===== config.mk =====
export PLATFORM = sky130hd
export DESIGN_NAME = gptc_timer
export DESIGN_NICKNAME = d
export VERILOG_FILES = /design/src/core/gptc_pkg.sv /design/src/core/gptc_timer.sv
export SDC_FILE = /design/constraint.sdc
export NUM_CORES = 1
export LEC_CHECK = 0
export ABC_CLOCK_PERIOD_IN_PS = 2520
export BUFFER_PORTS_ARGS = -buffer_cell sky130_fd_sc_hd__buf_2
export CAP_MARGIN = 30
export CELL_PAD_IN_SITES_DETAIL_PLACEMENT = 1
export CELL_PAD_IN_SITES_GLOBAL_PLACEMENT = 1
export CORE_MARGIN = 1.5
export CORE_UTILIZATION = 35
export CTS_CLUSTER_SIZE = 40
export DETAILED_ROUTE_END_ITERATION = 16
export PLACE_DENSITY_LB_ADDON = 0.12
export SLEW_MARGIN = 0
export SYNTH_ARGS = -nofsm -noshare
export SYNTH_HDL_FRONTEND = slang
export SYNTH_SLANG_ARGS = --single-unit

===== constraint.sdc =====
create_clock -name clk -period 2.52 [get_ports clk]
set_input_delay 0.504 -clock clk [delete_from_list [all_inputs] [get_ports clk]]
set_output_delay 0.504 -clock clk [all_outputs]
set_load 0.01 [all_outputs]

===== src/core/gptc_pkg.sv =====
// Package with constants for the capture/match timer
package gptc_pkg;
    localparam int CNT_W = 32;
    localparam int NCH = 4;
    // Counter modes
    localparam logic [1:0] MODE_TIMER = 2'h0;
    localparam logic [1:0] MODE_EXT_RISE = 2'h1;
    localparam logic [1:0] MODE_EXT_FALL = 2'h2;
    localparam logic [1:0] MODE_EXT_BOTH = 2'h3;
    // External match output actions
    localparam logic [1:0] EMC_NONE = 2'h0;
    localparam logic [1:0] EMC_LOW = 2'h1;
    localparam logic [1:0] EMC_HIGH = 2'h2;
    localparam logic [1:0] EMC_TOGGLE = 2'h3;
    // Interrupt controller channels of the two timer instances
    localparam int IRQ_CHAN_TIMER0 = 4;
    localparam int IRQ_CHAN_TIMER1 = 5;
    localparam logic [31:0] RESET_ZERO = 32'h0000_0000;
endpackage


===== src/core/gptc_timer.sv =====
// Timer/counter with prescaler, four capture and four match channels
// Functional notes
// - 32-bit up-counter advanced at a rate set by a 32-bit prescaler.
// - Counts either clock cycles or external events.
// - Four capture channels latch the count on input transitions.
// - A capture event may raise the interrupt when enabled.
// - Four match values compared; match may interrupt, counting continues.
// - A match may halt the counter, optionally interrupting.
// - A match may reset the counter to zero, optionally interrupting.
// - Four match outputs: low, high, toggle or unchanged on match.
// - Several pins may combine, by AND or OR, into one capture input.
// - Exactly one capture input is selectable as counting clock.
// - Other capture inputs stay usable while one counts.
// - All flags merge onto one request line per timer.
`timescale 1ns/1ps
module gptc_timer #(
    parameter int PINS_PER_CAP = 2
) (
    // Clock and reset
    input wire logic clk,
    input wire logic resetn,
    // Control
    input wire logic count_enable,
    input wire logic count_reset,
    input wire logic [1:0] count_mode,
    input wire logic [1:0] count_source_sel,
    input wire logic [31:0] prescale_value,
    // Capture configuration, per channel
    input wire logic [3:0] cap_rise_en,
    input wire logic [3:0] cap_fall_en,
    input wire logic [3:0] cap_irq_en,
    input wire logic [3:0] cap_combine_and,
    input wire logic [4*PINS_PER_CAP-1:0] cap_pin_sel,
    // Match configuration, per channel
    input wire logic [31:0] match_value_0,
    input wire logic [31:0] match_value_1,
    input wire logic [31:0] match_value_2,
    input wire logic [31:0] match_value_3,
    input wire logic [3:0] match_irq_en,
    input wire logic [3:0] match_reset_en,
    input wire logic [3:0] match_stop_en,
    input wire logic [7:0] match_out_action,
    // Flag clear, one bit per flag: match 0..3 then capture 0..3
    input wire logic [7:0] flag_clear,
    // Pins
    input wire logic [4*PINS_PER_CAP-1:0] capture_input_pin,
    // Status and outputs
    output logic [31:0] count_value,
    output logic [31:0] prescale_count,
    output logic [31:0] capture_value_0,
    output logic [31:0] capture_value_1,
    output logic [31:0] capture_value_2,
    output logic [31:0] capture_value_3,
    output logic [7:0] irq_flags,
    output logic [3:0] match_out,
    output logic counter_running,
    output logic irq_req
);
    // Refuse pin groups that the select ports cannot serve
    if (PINS_PER_CAP < 1 || PINS_PER_CAP > 8) begin : g_bad_pins
        $error("PINS_PER_CAP out of range");
    end

    // ------------------------------------------------------------
    // State
    // ------------------------------------------------------------
    typedef struct packed {
        logic [4*PINS_PER_CAP-1:0] pin_s1;
        logic [4*PINS_PER_CAP-1:0] pin_s2;
        logic [3:0] cap_lvl;
        logic [31:0] tc;
        logic [31:0] pc;
        logic [3:0][31:0] cap;
        logic [7:0] flags;
        logic [3:0] emr;
        logic halt;
        logic run;
    } gptc_state_t;

    gptc_state_t state_reg;
    gptc_state_t state_next;

    // ------------------------------------------------------------
    // Pin combining per capture channel
    // ------------------------------------------------------------
    logic [3:0] cap_in;
    logic [3:0] cap_rise;
    logic [3:0] cap_fall;
    logic [3:0] cap_evt;
    logic [3:0][31:0] match_val;
    logic [3:0] match_hit;

    assign match_val = {match_value_3, match_value_2,
                        match_value_1, match_value_0};

    genvar g;
    generate
        for (g = 0; g < 4; g++) begin : g_ch
            logic [PINS_PER_CAP-1:0] sel;
            logic [PINS_PER_CAP-1:0] lvl;
            assign sel = cap_pin_sel[g*PINS_PER_CAP +: PINS_PER_CAP];
            assign lvl = state_reg.pin_s2[g*PINS_PER_CAP +: PINS_PER_CAP];
            // AND of selected pins, or OR of selected pins
            assign cap_in[g] = cap_combine_and[g] ? &(lvl | ~sel)
                                                  : |(lvl & sel);
            assign cap_rise[g] = cap_in[g] & ~state_reg.cap_lvl[g];
            assign cap_fall[g] = ~cap_in[g] & state_reg.cap_lvl[g];
            // The counting input stays free for capture too
            assign cap_evt[g] = (cap_rise[g] & cap_rise_en[g])
                              | (cap_fall[g] & cap_fall_en[g]);
            assign match_hit[g] = state_reg.tc == match_val[g];
        end
    endgenerate

    // ------------------------------------------------------------
    // Next state
    // ------------------------------------------------------------
    logic tick;
    logic ext_edge;
    logic prescale_done;
    logic [1:0] sel_src;
    logic [7:0] set_flags;
    logic [3:0] match_evt;

    always_comb begin
        state_next = state_reg;
        sel_src = count_source_sel;
        state_next.pin_s1 = capture_input_pin;
        state_next.pin_s2 = state_reg.pin_s1;
        state_next.cap_lvl = cap_in;
        // Count enable per mode: every cycle in timer mode, else an edge of the single selected capture input
        unique case (count_mode)
            gptc_pkg::MODE_TIMER: ext_edge = 1'b1;
            gptc_pkg::MODE_EXT_RISE: ext_edge = cap_rise[sel_src];
            gptc_pkg::MODE_EXT_FALL: ext_edge = cap_fall[sel_src];
            gptc_pkg::MODE_EXT_BOTH:
                ext_edge = cap_rise[sel_src] | cap_fall[sel_src];
        endcase
        tick = state_reg.run & ext_edge;
        prescale_done = state_reg.pc >= prescale_value;
        // Match events only on a count step, so one hit per value
        match_evt = (tick && prescale_done) ? match_hit : 4'h0;
        if (tick) begin
            if (prescale_done) begin
                state_next.pc = gptc_pkg::RESET_ZERO;
                state_next.tc = state_reg.tc + 32'h0000_0001;
            end else begin
                state_next.pc = state_reg.pc + 32'h0000_0001;
            end
        end
        if (|(match_evt & match_reset_en)) begin
            state_next.tc = gptc_pkg::RESET_ZERO;
            state_next.pc = gptc_pkg::RESET_ZERO;
        end
        // A stop on match holds until count_enable is dropped
        state_next.halt = state_reg.halt & count_enable;
        if (|(match_evt & match_stop_en)) begin
            state_next.halt = 1'b1;
        end
        state_next.run = count_enable & ~state_next.halt;
        if (count_reset) begin
            state_next.tc = gptc_pkg::RESET_ZERO;
            state_next.pc = gptc_pkg::RESET_ZERO;
        end
        for (int i = 0; i < 4; i++) begin
            if (cap_evt[i]) begin
                state_next.cap[i] = state_reg.tc;
            end
            if (match_evt[i]) begin
                unique case (match_out_action[2*i +: 2])
                    gptc_pkg::EMC_NONE: state_next.emr[i] = state_reg.emr[i];
                    gptc_pkg::EMC_LOW: state_next.emr[i] = 1'b0;
                    gptc_pkg::EMC_HIGH: state_next.emr[i] = 1'b1;
                    gptc_pkg::EMC_TOGGLE: state_next.emr[i] = ~state_reg.emr[i];
                endcase
            end
        end
        // Set wins over a clear in the same cycle
        set_flags = {cap_evt & cap_irq_en, match_evt & match_irq_en};
        state_next.flags = (state_reg.flags & ~flag_clear) | set_flags;
    end

    always_ff @(posedge clk or negedge resetn) begin
        if (!resetn) begin
            state_reg <= '0;
        end else begin
            state_reg <= state_next;
        end
    end

    // ------------------------------------------------------------
    // Outputs
    // ------------------------------------------------------------
    assign count_value = state_reg.tc;
    assign prescale_count = state_reg.pc;
    assign capture_value_0 = state_reg.cap[0];
    assign capture_value_1 = state_reg.cap[1];
    assign capture_value_2 = state_reg.cap[2];
    assign capture_value_3 = state_reg.cap[3];
    assign irq_flags = state_reg.flags;
    assign match_out = state_reg.emr;
    assign counter_running = state_reg.run;
    assign irq_req = |state_reg.flags;
endmodule


==> results.yml <==
critical_path:
  cpMostUsedCell: "buf_4"
  path_cells: "ha_4 > nand4_1 > nor2_1 > a221oi_2 > o211ai_1 > buf_4 > or3_4 > buf_4 > buf_4 > o31a_1 > o22ai_2"
  path_max_fanout: 5
  cp-end-kind: "flip-flop"
  worstPathRequired_ns: 2.97
  reg2reg_slack_ns: -0.17
  r2r_end: "prescale_count[13]$_DFFE_PN0P_"
  reg2reg_depth: 11
  cpMaxStageDelayCell: "dfrtp_2"
  critPathKind: "flip-flop to flip-flop"
  arrival_ns: 3.14
  r2r_start: "prescale_count[30]$_DFFE_PN0P_"
  crit_path_max_incr_delay_ns: 0.44
  cp-start-kind: "flip-flop"
clocking:
  numCtsBuffers: 28
  clk_pin_slew_worst_paths_ns: 0.06
  clock_sinks: 226
  htree_levels: 1
  cts_buffer_depth: 3
  cts_tree: "yes"
  clk_latency_ns: 0.55
  root_buffer: "clkbuf_16"
pwr:
  irDropWorstVdd_mv: 0.346
  total_power_w: 0.00897
  power_density_mw_per_mm2: 486
  p_leak_nw: 9.68
logic_synthesis:
  synth.avg_cell_area_um2: 9.97
  synth_top_family_by_area: "buffers and inverters"
  synth-xor-area-share: 0.102
  synth_area_mm2: 0.0136
  yosysSeqAreaShare: 0.416
  yosys.cell_types.count: 63
  ys.flop_type: "dfrtp_1"
  yosysMostFrequentCell: "dfrtp_1"
  ys_warn_count: 0
  synth_adder_area_share: 0.0313
  synth_fp_nets: 1625
  synth-compound-area-share: 0.0748
  synthMuxAreaShare: 0.0862
  yosys.area.top_type_share: 0.416
  synth_simple_gate_area_share: 0.136
  synth_edf_count: 0
  syn_inst: 1363
  synth_seq_cells: 226
  synthTopCellsByCount: "dfrtp_1 (226), buf_4 (206), xor2_1 (135), mux2_2 (104), nand2_1 (87)"
  synth-async-reset-ratio: 1.00
  synth_top_area_cell: "dfrtp_1"
  ys_top_cells_by_area: "dfrtp_1 (42%), buf_4 (11%), xor2_1 (8.7%), mux2_2 (8.6%), ha_1 (3.1%)"
timing:
  skew_ns: 0.0137
  max-slew-margin-rel: 0.665
  worst_slew_pin_slew_ns: 0.502
  finalSetupViolations: 66
  fin_crit_sh: 1.07
  final.setup.tns_ns: -5.79
  final_hold_viol_count: 0
  rsz0062_at_grt: "true"
  min_period_ns: 2.69
  fin_ws_ns: -0.170
  fmax_mhz: 372
  maxSlewViolCount: 0
cells_and_area:
  syn_to_final_growth_pct: 36.0
  fillerInstances: 4317
  final_area_mm2: 0.0185
  nets: 2029
  drive_gt1_frac: 0.526
  final_cells: 2310
job:
  drv_cap: 0
placement:
  place.gp.congestion: 0.847
  dp_worst_setup_slack_ns: -0.616
  io_buffers: 433
  place_area_mm2: 0.0163
  hpwl_mm: 42.2
  placedCellCount: 2219
drt:
  avgRoutedWirePerCell_um: 23.7
  detail_route.iter0.violations: 400
  drt-total-wl_mm: 54.8
  drc: 0
  ant_nets: 0
  firstDrtPassIters: 8
  via_per_inst: 5.02
  vias: 11600
floorplan:
  die_h_um: 200
  fp.dieArea_mm2: 0.0400
  fp.dieW_um: 200
  rows: 71
  ios: 434
  initial_core_util: 0.358
  core-area_mm2: 0.0379
grt:
  grt_max_degree: 63
  antenna_found_initial: 22
  grt_pass1_wl_mm: 76.7
  grt_pass1_vias: 12100
  grt_overflow: 0
  grt_use_total: 0.262
worst_hold_path:
  min_from: "capture_input_pin[2]"
  hold_end: "state_next[212]$_DFF_PN0_"
  hp-class: "primary input to flip-flop"
  min_delay_path_depth: 1
status:
  violations: "setup timing"
  status: "finished with violations"
## report_power, final
part | internal, W | leakage [nW] | total, W | switching, W
registers | 0.00367 | 3.09 | 0.00369 | 0.0000262
clock network | 0.00245 | 0.448 | 0.00408 | 0.00164
logic | 0.000531 | 6.14 | 0.00120 | 0.000666
total | 0.00665 | 9.68 | 0.00897 | 0.00233
## per-stage QoR
stage,utilization,hold slack (ns)
6_report,0.487,0.0689
5_1_grt,0.487,0.0504
4_1_cts,0.468,0.0397
3_5_place_dp,0.430,0.336
3_3_place_gp,0.430,0.333
2_1_floorplan,-,0.208
## metal layers
layer	up-vias	GRT usage	wire, µm
met4	18	0.0752	1490
met2	382	0.437	26400
met1	5805	0.335	22800
met5	-	0	115
li1	5310	-	-
met3	92	0.0640	3930
## worst max-delay path by stage
stage	slack, ns	cells past startpoint	endpoint	startpoint
final	-0.17	11	prescale_count[13]$_DFFE_PN0P_	prescale_count[30]$_DFFE_PN0P_
after global routing	-0.26	11	count_value[27]$_DFFE_PN0P_	prescale_count[28]$_DFFE_PN0P_
after CTS	-0.18	11	count_value[5]$_DFFE_PN0P_	prescale_count[27]$_DFFE_PN0P_
after detailed placement	-0.62	13	prescale_count[29]$_DFFE_PN0P_	prescale_value[25]
after global placement	-0.50	13	prescale_count[25]$_DFFE_PN0P_	prescale_value[5]
after floorplan	-0.007	10	prescale_count[25]$_DFFE_PN0P_	prescale_value[5]
## critical path: cells and delay by family (launching register included)
kind	cells	cell delay (ns)
AND/OR/NAND/NOR	3	0.64
adder cells (fa/ha/maj)	1	0.24
flip-flops	1	0.44
buffers and inverters	3	0.48
AO/OA/AOI/OAI	4	0.79
## layout by cell type, fill, tap and decap left out, types with 7 or more instances in the layout
master       n
ha_1        23
ha_4        11
buf_12      24
inv_1       60
o21ai_0     35
dfrtp_2      7
dfrtp_1    219
nand4_1     30
nor4_4      12
o21ai_1     11
buf_6       22
clkbuf_16   31
a21oi_1     16
and3_1      16
nand3_1     29
xnor2_1     22
mux2_2     104
nor3_1       8
and2_1      11
nor2_1      41
diode_2     12
nor4_2      12
buf_2      432
nor4_1      30
and4_1      10
nand2_1     84
buf_4      169
o21ai_2      7
xor2_1     134
a21oi_2     21
## cell type report
type	count	area [µm²]	share of cell area
timing repair buffer	652	4250	0.230
inverter	60	225	0.0122
antenna	12	30.0	0.00163
sequential	226	5660	0.307
clock buffer	39	813	0.0440
clock inverter	11	119	0.00643
multi-input combinational	799	6740	0.365
tap	511	639	0.0346
## cell families (layout without fill, tap and decap cells)
kind of cell	Yosys count	after routing
AND/OR/NAND/NOR	344	344
other	0	12
buffers and inverters	338	762
multiplexers	104	104
adder cells (fa/ha/maj)	34	34
AO/OA/AOI/OAI	159	159
XOR/XNOR	158	158
flip-flops	226	226
## timing repair
item | in CTS | in global routing
setup buffers | 12 | 16
pin swaps | 45 | 47
hold buffers | 1 | 0
cloned | 1 | 3
resized for setup | 85 | 108
endpoints found under the setup margin | 74 | 73
hold endpoints to repair | 50 | 0
Power figures use the tool's default switching activity.
